===== src/rtl/injector_edge_timing_regs.vh =====
// Register map, field layout and timing constants of the injector edge timing block
`ifndef INJECTOR_EDGE_TIMING_REGS_VH
`define INJECTOR_EDGE_TIMING_REGS_VH

`define IET_ADDR_W 9
`define IET_CTRL 9'h000
`define IET_OPEN_OFFSET 9'h004
`define IET_DIESEL_DELAY 9'h008
`define IET_EXTRA_DELAY 9'h00C
`define IET_OFFSET_X 9'h010
`define IET_OFFSET_Y 9'h014
`define IET_TBL_COUNT 9'h018
`define IET_STATUS 9'h01C
`define IET_DURATION 9'h020
`define IET_TBL_SEL_BIT 8
`define IET_TBL_IDX_MSB 6
`define IET_TBL_IDX_LSB 2
`define IET_TBL_POINTS 32

`define IET_CTRL_GAS_BIT 0
`define IET_CTRL_DMODE_MSB 2
`define IET_CTRL_DMODE_LSB 1
`define IET_CTRL_RESET 3'h0

`define IET_DMODE_LEGACY 2'h0
`define IET_DMODE_ON 2'h1
`define IET_DMODE_DELAY 2'h2

`define IET_OFFSET_LIMIT 16'h01F4
`define IET_TIME_RESET 16'h0000
`define IET_TIME_MAX 16'hFFFF

`define IET_CLK_PERIOD_NS 20
`define IET_US_NS 1000
`define IET_US_CYCLES (`IET_US_NS / `IET_CLK_PERIOD_NS)

`define IET_PH_IDLE 3'h0
`define IET_PH_BOOST 3'h1
`define IET_PH_PICKUP 3'h2
`define IET_PH_HOLD 3'h3
`define IET_PH_OFF 3'h4

`endif


===== src/rtl/us_tick_gen.v =====
// Microsecond enable pulse derived from the system clock
`timescale 1ns/1ps
`default_nettype none
module us_tick_gen #(
  parameter integer DIV = 50
) (
  input wire ref_clk_i,
  input wire rst_i,
  output reg tick_o
);
  reg [7:0] cnt;

  always @(posedge ref_clk_i) begin
    if (rst_i) begin
      cnt <= 8'h00;
      tick_o <= 1'b0;
    end else if (cnt == DIV[7:0] - 8'h01) begin
      cnt <= 8'h00;
      tick_o <= 1'b1;
    end else begin
      cnt <= cnt + 8'h01;
      tick_o <= 1'b0;
    end
  end
endmodule // us_tick_gen
`default_nettype wire


===== src/rtl/injector_edge_timing.v =====
// Injection window and closing feature timing from injector threshold comparators
`timescale 1ns/1ps
`default_nettype none
`include "injector_edge_timing_regs.vh"
// What this block does
// Injection window output is active low; low means simulated valve open.
// Window falls on start-of-control threshold, optionally delayed by static opening offset.
// Injector control tracked as booster, pickup, holding and switching-off phases.
// Gasoline mode times start-voltage rise to last end-voltage undercut.
// Software loads a table mapping control duration to closing delay.
// Runtime x and y offsets are added to table input and output.
// Diesel closing control raises the window when the feature occurs.
// Legacy mode raises the window when current drops below second threshold.
// Diesel feature after static delay; software disables mode before changing it.
// Diesel feature generation starts on the first current threshold event.
// Software keeps second current threshold below holding current ripple.
// Up to 32 table points, linearly interpolated for the delay.
// Each runtime offset saturates to plus or minus 500 microseconds.
// Diesel mode 0 legacy, 1 closing control, 2 closing control with delay.
// Durations and delays counted in microsecond ticks from the system clock.
// Reset holds window high and clears pending measurement and feature delay.
module injector_edge_timing (
  input wire ref_clk_i,
  input wire rst_i,
  input wire [`IET_ADDR_W-1:0] avs_address_i,
  input wire avs_read_i,
  input wire avs_write_i,
  input wire [31:0] avs_writedata_i,
  input wire [3:0] avs_byteenable_i,
  output reg [31:0] avs_readdata_o,
  output wire avs_waitrequest_o,
  input wire start_control_voltage_threshold_i,
  input wire end_control_voltage_threshold_i,
  input wire holding_pwm_voltage_threshold_i,
  input wire feature_start_current_threshold_i,
  input wire end_control_current_threshold_i,
  output reg injection_window_n_o,
  output reg closing_feature_o
);
  // Comparator pins: 0 start V, 1 end V, 2 holding PWM V, 3 feature I, 4 end I
  reg [4:0] sync1, sync2, sync3;
  wire [4:0] rise = sync2 & ~sync3;
  wire [4:0] fall = ~sync2 & sync3;
  wire us_tick;

  reg ack;
  reg [2:0] ctrl;
  reg [15:0] open_offset, diesel_delay, extra_delay, offset_x, offset_y;
  reg [5:0] tbl_count;
  reg [15:0] tbl_x [0:`IET_TBL_POINTS-1];
  reg [15:0] tbl_y [0:`IET_TBL_POINTS-1];

  reg [2:0] phase;
  reg [15:0] dur_cnt, dur_last;
  reg measuring, feat_armed;
  reg [15:0] open_cnt, fd_cnt;
  reg open_run, fd_run;

  localparam L_IDLE = 2'h0;
  localparam L_SEARCH = 2'h1;
  localparam L_DIV = 2'h2;
  localparam L_DONE = 2'h3;
  reg [1:0] lk_state;
  reg [4:0] lk_idx;
  reg [15:0] lk_x, lk_base, lk_den;
  reg [31:0] lk_q;
  reg [16:0] lk_rem;
  reg [5:0] lk_bit;
  reg lk_neg;

  wire gas_mode = ctrl[`IET_CTRL_GAS_BIT];
  wire [1:0] dmode = ctrl[`IET_CTRL_DMODE_MSB:`IET_CTRL_DMODE_LSB];
  wire diesel_cc = (dmode == `IET_DMODE_ON) || (dmode == `IET_DMODE_DELAY);
  wire acc = (avs_read_i | avs_write_i) & ~ack;
  wire wr = avs_write_i & ack;
  wire [4:0] widx = avs_address_i[`IET_TBL_IDX_MSB:`IET_TBL_IDX_LSB];
  wire tbl_sel = avs_address_i[`IET_TBL_SEL_BIT];

  assign avs_waitrequest_o = (avs_read_i | avs_write_i) & ~ack;

  function [15:0] merge16;
    input [15:0] old;
    input [15:0] nw;
    input [1:0] be;
    begin
      merge16 = {be[1] ? nw[15:8] : old[15:8], be[0] ? nw[7:0] : old[7:0]};
    end
  endfunction

  // Signed offset clipped to the allowed window
  function [15:0] sat_off;
    input [15:0] v;
    begin
      if (!v[15] && v > `IET_OFFSET_LIMIT)
        sat_off = `IET_OFFSET_LIMIT;
      else if (v[15] && (~v + 16'h0001) > `IET_OFFSET_LIMIT)
        sat_off = ~`IET_OFFSET_LIMIT + 16'h0001;
      else
        sat_off = v;
    end
  endfunction

  // Unsigned time plus saturated signed offset, clamped to 0..max
  function [15:0] add_off;
    input [15:0] t;
    input [15:0] off;
    reg [16:0] s;
    reg [15:0] o;
    begin
      o = sat_off(off);
      s = {1'b0, t} + {o[15], o};
      // Bit 16 set with a negative offset means the sum went below zero
      if (o[15])
        add_off = s[16] ? `IET_TIME_RESET : s[15:0];
      else
        add_off = s[16] ? `IET_TIME_MAX : s[15:0];
    end
  endfunction

  us_tick_gen #(.DIV(`IET_US_CYCLES)) u_tick (
    .ref_clk_i(ref_clk_i),
    .rst_i(rst_i),
    .tick_o(us_tick)
  );

  always @(posedge ref_clk_i) begin
    if (rst_i) begin
      sync1 <= 5'h00;
      sync2 <= 5'h00;
      sync3 <= 5'h00;
    end else begin
      sync1 <= {end_control_current_threshold_i, feature_start_current_threshold_i,
                holding_pwm_voltage_threshold_i, end_control_voltage_threshold_i,
                start_control_voltage_threshold_i};
      sync2 <= sync1;
      sync3 <= sync2;
    end
  end

  // Register bus: answer one cycle after the request appears
  always @(posedge ref_clk_i) begin
    if (rst_i) begin
      ack <= 1'b0;
      avs_readdata_o <= 32'h00000000;
      ctrl <= `IET_CTRL_RESET;
      open_offset <= `IET_TIME_RESET;
      diesel_delay <= `IET_TIME_RESET;
      extra_delay <= `IET_TIME_RESET;
      offset_x <= `IET_TIME_RESET;
      offset_y <= `IET_TIME_RESET;
      tbl_count <= 6'h00;
    end else begin
      ack <= acc;
      if (acc && avs_read_i) begin
        avs_readdata_o <= 32'h00000000;
        if (tbl_sel)
          avs_readdata_o <= {tbl_y[widx], tbl_x[widx]};
        else
          case (avs_address_i)
            `IET_CTRL: avs_readdata_o <= {29'h0, ctrl};
            `IET_OPEN_OFFSET: avs_readdata_o <= {16'h0, open_offset};
            `IET_DIESEL_DELAY: avs_readdata_o <= {16'h0, diesel_delay};
            `IET_EXTRA_DELAY: avs_readdata_o <= {16'h0, extra_delay};
            `IET_OFFSET_X: avs_readdata_o <= {16'h0, offset_x};
            `IET_OFFSET_Y: avs_readdata_o <= {16'h0, offset_y};
            `IET_TBL_COUNT: avs_readdata_o <= {26'h0, tbl_count};
            `IET_STATUS: avs_readdata_o <= {24'h0, lk_state != L_IDLE, fd_run, measuring,
                                            injection_window_n_o, 1'b0, phase};
            `IET_DURATION: avs_readdata_o <= {16'h0, dur_last};
            default: avs_readdata_o <= 32'h00000000;
          endcase
      end
      if (wr && !tbl_sel) begin
        case (avs_address_i)
          `IET_CTRL: if (avs_byteenable_i[0]) ctrl <= avs_writedata_i[2:0];
          `IET_OPEN_OFFSET: open_offset <= merge16(open_offset, avs_writedata_i[15:0],
                                                   avs_byteenable_i[1:0]);
          // Static delay only changes while closing control is off
          `IET_DIESEL_DELAY: if (!diesel_cc) diesel_delay <= merge16(diesel_delay,
                               avs_writedata_i[15:0], avs_byteenable_i[1:0]);
          `IET_EXTRA_DELAY: if (!diesel_cc) extra_delay <= merge16(extra_delay,
                              avs_writedata_i[15:0], avs_byteenable_i[1:0]);
          `IET_OFFSET_X: offset_x <= merge16(offset_x, avs_writedata_i[15:0],
                                             avs_byteenable_i[1:0]);
          `IET_OFFSET_Y: offset_y <= merge16(offset_y, avs_writedata_i[15:0],
                                             avs_byteenable_i[1:0]);
          `IET_TBL_COUNT: if (avs_byteenable_i[0])
            tbl_count <= (avs_writedata_i[5:0] > `IET_TBL_POINTS) ? 6'h20 : avs_writedata_i[5:0];
          default: ;
        endcase
      end
    end
  end

  // Table memory has no reset; software loads it during configuration
  always @(posedge ref_clk_i) begin
    if (wr && tbl_sel) begin
      tbl_x[widx] <= merge16(tbl_x[widx], avs_writedata_i[15:0], avs_byteenable_i[1:0]);
      tbl_y[widx] <= merge16(tbl_y[widx], avs_writedata_i[31:16], avs_byteenable_i[3:2]);
    end
  end

  wire [15:0] ys = tbl_y[lk_idx];
  wire [15:0] ye = tbl_y[lk_idx + 5'h01];
  wire [15:0] xs = tbl_x[lk_idx];
  wire [15:0] xe = tbl_x[lk_idx + 5'h01];
  wire [16:0] rem_sh = {lk_rem[15:0], lk_q[31]};
  wire gas_start = gas_mode && feat_armed && fall[3];
  wire dsl_start = !gas_mode && diesel_cc && feat_armed && fall[3];
  wire end_event = gas_mode ? fall[1] : fall[4];
  wire feature_now = fd_run && (fd_cnt == `IET_TIME_RESET);
  wire lk_done = (lk_state == L_DONE);
  wire [15:0] lk_y = lk_neg ? lk_base - lk_q[15:0] : lk_base + lk_q[15:0];

  always @(posedge ref_clk_i) begin
    if (rst_i) begin
      phase <= `IET_PH_IDLE;
      dur_cnt <= `IET_TIME_RESET;
      dur_last <= `IET_TIME_RESET;
      measuring <= 1'b0;
      feat_armed <= 1'b0;
      open_cnt <= `IET_TIME_RESET;
      open_run <= 1'b0;
      fd_cnt <= `IET_TIME_RESET;
      fd_run <= 1'b0;
      lk_state <= L_IDLE;
      lk_idx <= 5'h00;
      lk_x <= `IET_TIME_RESET;
      lk_base <= `IET_TIME_RESET;
      lk_den <= `IET_TIME_RESET;
      lk_q <= 32'h00000000;
      lk_rem <= 17'h00000;
      lk_bit <= 6'h00;
      lk_neg <= 1'b0;
      injection_window_n_o <= 1'b1;
      closing_feature_o <= 1'b0;
    end else begin
      closing_feature_o <= feature_now;
      if (rise[0]) begin
        phase <= `IET_PH_BOOST;
        measuring <= 1'b1;
        dur_cnt <= `IET_TIME_RESET;
        feat_armed <= 1'b1;
        fd_run <= 1'b0;
        if (open_offset == `IET_TIME_RESET)
          injection_window_n_o <= 1'b0;
        else begin
          open_run <= 1'b1;
          open_cnt <= open_offset;
        end
      end else begin
        case (phase)
          `IET_PH_BOOST: if (end_event) phase <= `IET_PH_OFF;
            else if (rise[3] || fall[1]) phase <= `IET_PH_PICKUP;
          `IET_PH_PICKUP: if (end_event) phase <= `IET_PH_OFF;
            else if (rise[2]) phase <= `IET_PH_HOLD;
          `IET_PH_HOLD: if (end_event) phase <= `IET_PH_OFF;
          `IET_PH_OFF: if (injection_window_n_o && !fd_run && lk_state == L_IDLE)
            phase <= `IET_PH_IDLE;
          default: phase <= `IET_PH_IDLE;
        endcase
        if (measuring && us_tick && dur_cnt != `IET_TIME_MAX)
          dur_cnt <= dur_cnt + 16'h0001;
        if (measuring && fall[1])
          dur_last <= dur_cnt;
        if (open_run && us_tick) begin
          if (open_cnt == 16'h0001) begin
            open_run <= 1'b0;
            injection_window_n_o <= 1'b0;
          end
          open_cnt <= open_cnt - 16'h0001;
        end
      end
      // Gasoline: duration shifted by x offset goes into the curve search
      if (gas_start) begin
        feat_armed <= 1'b0;
        measuring <= 1'b0;
        lk_x <= add_off(dur_last, offset_x);
        lk_idx <= 5'h00;
        lk_state <= L_SEARCH;
      end
      if (dsl_start) begin
        feat_armed <= 1'b0;
        measuring <= 1'b0;
        fd_run <= 1'b1;
        fd_cnt <= (dmode == `IET_DMODE_DELAY) ? diesel_delay + extra_delay : diesel_delay;
      end
      case (lk_state)
        L_IDLE: ;
        L_SEARCH: begin
          lk_base <= ys;
          lk_neg <= ye < ys;
          lk_q <= 32'h00000000;
          if (tbl_count < 6'h02 || lk_x <= xs)
            lk_state <= L_DONE; // Clamp below first point
          else if ({1'b0, lk_idx} + 6'h02 >= tbl_count && lk_x >= xe) begin
            lk_base <= ye;
            lk_state <= L_DONE; // Clamp past last point
          end else if (lk_x >= xe)
            lk_idx <= lk_idx + 5'h01;
          else begin
            lk_q <= (lk_x - xs) * ((ye < ys) ? ys - ye : ye - ys);
            lk_den <= xe - xs;
            lk_rem <= 17'h00000;
            lk_bit <= 6'h20;
            lk_state <= L_DIV;
          end
        end
        L_DIV: begin
          // Restoring division, one quotient bit per cycle
          if (rem_sh >= {1'b0, lk_den}) begin
            lk_rem <= rem_sh - {1'b0, lk_den};
            lk_q <= {lk_q[30:0], 1'b1};
          end else begin
            lk_rem <= rem_sh;
            lk_q <= {lk_q[30:0], 1'b0};
          end
          lk_bit <= lk_bit - 6'h01;
          if (lk_bit == 6'h01)
            lk_state <= L_DONE;
        end
        L_DONE: begin
          lk_state <= L_IDLE;
          fd_run <= 1'b1;
          fd_cnt <= add_off(lk_y, offset_y);
        end
        default: lk_state <= L_IDLE;
      endcase
      if (fd_run && !feature_now && us_tick && !lk_done && !dsl_start)
        fd_cnt <= fd_cnt - 16'h0001;
      if (feature_now && !lk_done && !dsl_start && !rise[0]) begin
        fd_run <= 1'b0;
        if (gas_mode || diesel_cc)
          injection_window_n_o <= 1'b1;
      end
      if (!gas_mode && !diesel_cc && fall[4] && !rise[0]) begin
        injection_window_n_o <= 1'b1;
        open_run <= 1'b0;
        measuring <= 1'b0;
      end
    end
  end
endmodule // injector_edge_timing
`default_nettype wire


===== config.mk =====
export PLATFORM = sky130hd
export DESIGN_NAME = injector_edge_timing
export DESIGN_NICKNAME = d
export VERILOG_FILES = /design/src/rtl/us_tick_gen.v /design/src/rtl/injector_edge_timing.v
export VERILOG_INCLUDE_DIRS = /design/src /design/src/rtl
export SDC_FILE = /design/constraint.sdc
export NUM_CORES = 2
export LEC_CHECK = 0
export BUFFER_PORTS_ARGS = -buffer_cell sky130_fd_sc_hd__buf_4
export CAP_MARGIN = 15
export CELL_PAD_IN_SITES_DETAIL_PLACEMENT = 1
export CELL_PAD_IN_SITES_GLOBAL_PLACEMENT = 1
export CORE_MARGIN = 8
export CORE_UTILIZATION = 57
export DETAILED_ROUTE_END_ITERATION = 16
export GPL_ROUTABILITY_DRIVEN = 0
export PLACE_DENSITY = 0.93
export SKIP_LAST_GASP = 1
export SLEW_MARGIN = 15
export SYNTH_ARGS = -nofsm -noshare
export SYNTH_HDL_FRONTEND = slang
export SYNTH_SLANG_ARGS = --single-unit

===== constraint.sdc =====
create_clock -name ref_clk_i -period 19.94 [get_ports ref_clk_i]
set_clock_uncertainty 0.15 [all_clocks]
set_input_delay 2.991 -clock ref_clk_i [delete_from_list [all_inputs] [get_ports ref_clk_i]]
set_output_delay 2.991 -clock ref_clk_i [all_outputs]
set_load 0.01 [all_outputs]

==> results of run 1 <==
-- synth_stat cells (all sizes together), types with 251 or more instances --
| master | n |
|---|---|
| nor2 | 502 |
| fa | 291 |
| mux4 | 835 |
| dfxtp | 329 |
| o21ai | 251 |
| edfxtp | 1024 |
| a21oi | 338 |
| inv | 451 |
| mux2i | 269 |
| ha | 261 |
| nand2 | 486 |
| clkbuf | 279 |
-- cell families after synthesis --
kind of cell	after synthesis	share of synthesized area
XOR/XNOR	195	0.0199
AND/OR/NAND/NOR	1422	0.0728
adder cells (fa/ha/maj)	569	0.106
buffers and inverters	887	0.0398
multiplexers	1174	0.255
flip-flops	1353	0.427
AO/OA/AOI/OAI	1067	0.0799
-- through the flow --
step | cell area [µm²] | util | setup slack, ns
4_1_cts | 95200 | 0.626 | 4.11
3_3_place_gp | 90400 | 0.594 | 5.82
3_5_place_dp | 90400 | 0.594 | 4.67
2_1_floorplan | 87500 | - | 8.71
-- layer usage --
metal  overflow  track usage
met1          6        0.691
met2        138        0.832
met3         14        0.670
met4        105        0.699
met5          2        0.487
==> parameters.txt, run 1 <==
Parameter                              Value

Outcome
  Outcome    stopped before the end
  Last stage reached    global routing
  First logged error message    [ERROR GRT-0232] Routing congestion too high. Check the congestion heatmap in the GUI.

Clock network
  Hold-fix buffer count after cts    0
  Clock tree root buffer cell    clkbuf_16
  Number of buffers inserted to repair setup after CTS    0
  Number of gates given a new drive strength after cts    0
  Clock Sinks    1353
  CTS buffer count    143
  Number of H-tree levels    4
  Clock tree buffer depth    3

Synthesis
  Synth top area share    0.352
  Total nets after synthesis    7273
  Yosys Warn Count    0
  Number of enable flip-flop cells after synthesis    1024
  Register area share after synthesis    0.427
  Synth Instances    6667
  Mean area per synthesized cell    13.1 µm²
  Share of synthesized registers carrying an async set or reset    0
  Synth top area cells    edfxtp_1, mux4_2, dfxtp_1
  Synth Cell Area    87500 µm²
  Most instantiated flip-flop cell in the synthesis netlist    edfxtp_1
  Flops & latches, synth    1353
  Dominant cell type by area after synthesis    edfxtp_1
  Number of library cell types mapped by synthesis    106

Floorplanning
  Placement row count    143
  I/O pin cnt    89
  Die outline width    408 µm
  Chip height    408 µm
  Initial core utilization    0.575

Placed design
  Placed Cells incl. Taps    8486
  Detail Placement HPWL    236 mm
  Count of buffers from port buffering    88

Global route
  Number of antenna violations at the first check in global routing    100
  GR Util All Layers    0.722
  Maximum number of pins on one net before global-route repair    181
  Grt ovf    265
==> run 2: changes to the inputs <==
- CELL_PAD_IN_SITES_DETAIL_PLACEMENT: 1 -> not set
- CELL_PAD_IN_SITES_GLOBAL_PLACEMENT: 1 -> not set
- CORE_UTILIZATION: 57 -> 40
- PLACE_DENSITY: 0.93 -> not set
- PLACE_DENSITY_LB_ADDON: not set -> 0.15
==> run 2 against run 1 <==
  * Synthesized cell count unchanged
  * The flow now finishes without violations
  * Synthesized area unchanged
==> parameters.txt, run 2 <==
Parameter                              Value

Synthesis
  Most frequent cell after synthesis    edfxtp_1 (unchanged)
  Synth top area cells    edfxtp_1, mux4_2, dfxtp_1 (unchanged)
  Most instantiated flip-flop cell in the synthesis netlist    edfxtp_1 (unchanged)
  Mean area per synthesized cell    13.1 µm² (unchanged)
  Number of library cell types mapped by synthesis    106 (unchanged)
  Dominant cell type by area after synthesis    edfxtp_1 (unchanged)
  Flops & latches, synth    1353 (unchanged)
  Share of synthesized registers carrying an async set or reset    0 (unchanged)
  Leading post-synthesis cells by instance count    edfxtp_1, mux4_2, nor2_1, nand2_1, inv_1 (unchanged)
  Synth top area share    0.352 (unchanged)
  Synth Cell Area    87500 µm² (unchanged)
  Total nets after synthesis    7273 (unchanged)
  Synth Instances    6667 (unchanged)
  Number of enable flip-flop cells after synthesis    1024 (unchanged)
  Register area share after synthesis    0.427 (unchanged)
  Yosys Warn Count    0 (unchanged)

Finish
  Net count of the finished layout    7233
  Registers with the most flip-flops    tbl_x: 512 flops, tbl_y: 512 flops
  Number of fill cells in the layout    19500
  Final design instance area without fill    96800 µm²
  Commonest cells after routing, fill and taps aside    edfxtp_1, mux4_2, nand2_1
  Share of final-layout standard cells stronger than drive strength 1    0.223
  Synth-to-Final Area Change    10.7%
  Final cell count without fillers    9612
  Most frequent standard cell in the layout excluding fill and tap cells    edfxtp_1

Timing
  Maximum clock rate    70.4 MHz
  Accumulated negative setup slack    0 ns
  Worst relative slew slack    0.133
  Setup violators final    0
  Tightest Pin Transition    1.29 ns
  Final critical-path share of the clock period    0.713
  Hold Vio Cnt, Final    0
  RSZ-0062 raised after global routing    false
  Time the worst path needs with I/O delays and setup    14.21 ns
  Worst hold margin    0.293 ns
  Max Transition Viols Final    0

Worst setup path
  Critical path startpoint category    flip-flop
  Crit-path max FO    56
  Cell occurring most often along the worst timing path    fa_1
  Count of buffer and inverter cells on the critical path    5
  CP delay by family, top    adder cells
  Worst reg2reg endpoint    lk_q[31]
  Arrival time worst endpoint    14.79 ns
  Required time of the critical path    20.52 ns
  Largest stage delay on the critical path    0.99 ns
  Type of destination of the critical path    flip-flop
  Classification of the worst setup path    flip-flop to flip-flop
  Slowest cell on the critical path    dfxtp_4
  Register-to-register setup slack    5.73 ns
  Number of cells on the worst reg-to-reg path    39
  Startpoint of the worst register-to-register path    lk_idx[0]

Clock network
  Clock Sinks    1353 (unchanged)
  Clk pin slew, worst setup/hold paths    0.06 ns
  Number of gates given a new drive strength after cts    0 (unchanged)
  Clock network latency to the later pin of the worst-skew pair    0.84 ns
  Number of buffers inserted to repair setup after CTS    0 (unchanged)
  Number of H-tree levels    4 (unchanged)
  Hold-fix buffer count after cts    0 (unchanged)
  Clock tree root buffer cell    clkbuf_16 (unchanged)
  Clock tree buffer depth    3 (unchanged)
  Clock tree from TritonCTS    yes
  CTS buffer count    156 (was 143)

Global route
  GR Util All Layers    0.242
  Grt ovf    0
  Number of antenna violations at the first check in global routing    3
  Vias in the first global route    59700
  First-pass GRT wire length    423 mm
  Maximum number of pins on one net before global-route repair    115

Min path
  Worst-case hold path end point    sync2[0]
  Worst hold start    sync1[0]
  Worst hold stages    1
  Type of the worst min-delay path    flip-flop to flip-flop

Placed design
  Detail Placement HPWL    190 mm (was 236 mm)
  Area of placed instances    91500 µm² (was 90400 µm²)
  Count of buffers from port buffering    88 (unchanged)
  Placed Cells incl. Taps    9323 (was 8486)

Pwr
  Logic pwr share    0.222
  Net Sw Power    2.34 mW
  Flop pwr share    0.399
  Cell leakage power    33.2 nW
  Internal Pwr Total    5.53 mW
  Highest ir drop seen on vdd    0.0839 mV
  Switching Fraction    0.297
  Power density normalized to cell area    81.2 nW/µm²
  Share of total power in the clock network    0.379
  Final Power    7.86 mW

Flow run
  Max Cap Viol    0

Floorplanning
  Initial core utilization    0.402 (was 0.575)
  Placeable core region    217000 µm²
  I/O pin cnt    89 (unchanged)
  Placement row count    171 (was 143)
  Die outline width    484 µm (was 408 µm)
  Die outline area    234000 µm²
  Chip height    484 µm (was 408 µm)

Drt
  Vias after detailed routing    60600
  WL/cell    30.5 µm
  # DRC    0
  Detailed-routing iteration count for the pre-antenna-repair pass    6
  Final wirelength    293 mm
  Vias per Instance    6.30
  Antenna Nets Post-Route    0
  DRC violation total after the first TritonRoute iteration    6772

Outcome
  Outcome    finished, final reports clean (was stopped before the end)
## run 2: cell counts after synthesis
Identical to the previous run, type by type.
## run 2: layer usage
metal / part of all wire / vias up / GRT usage
li1: - / 25500 / -
met1: 0.40 / 31500 / 0.323
met2: 0.48 / 2978 / 0.403
met3: 0.086 / 553 / 0.0449
met4: 0.037 / 2 / 0.0779
met5: 0.000024 / - / 0
## run 2: logic make-up after synthesis
family	synth area share
flops	0.427
xor+xnor	0.0199
compound gates	0.0799
buf+inv	0.0398
simple gates	0.0728
fa+ha+maj	0.106
mux	0.255
## run 2: cell type report
class,count,area [µm²],share of cell area
well taps,2854,3570,0.0369
repair buffers,235,1870,0.0193
clock inverters,84,1020,0.0105
inverters,454,1700,0.0176
clock buffers,202,4280,0.0442
diodes,3,7.51,0.0000775
multi-input cells,4427,47100,0.486
flip-flops and latches,1353,37400,0.386
## run 2: power groups by stage
stage                     Clock [mW]  Sequential (mW)  Combinational (mW)
final                           2.98             3.14                1.75
after floorplan                    0             3.18                1.29
after global routing            3.12             3.14                1.93
after global placement             0             3.19                1.75
after CTS                       3.03             3.14                1.78
after detailed placement           0             3.19                1.77
## run 2: worst max-delay path by stage
stage / startpoint / to / slack, ns / depth (start not counted)
final: lk_idx[0] / lk_q[31] / 5.73 / 39
after global routing: lk_idx[0] / lk_q[31] / 4.87 / 39
after CTS: lk_idx[0] / lk_q[31] / 5.63 / 39
after detailed placement: lk_idx[0] / lk_q[31] / 5.64 / 39
after global placement: lk_idx[0] / lk_q[31] / 5.80 / 39
after floorplan: lk_idx[1] / lk_q[31] / 8.71 / 42
## run 2: worst register-to-register path: cells and delay by family (launching register included)
kind,cells,cell delay [ns]
mux,4,2.01
compound gates,16,3.23
xor+xnor,3,1.13
flops,1,0.99
simple gates,2,0.37
buf+inv,5,1.54
fa+ha+maj,9,4.69
## run 2: stage by stage
step                utilization  setup slack [ns]
global route              0.446              4.87
finish                    0.446              5.73
detailed placement        0.421              5.64
global placement          0.421              5.80
CTS                       0.445              5.63
floorplan                     -              8.71
Power figures use the tool's default switching activity.
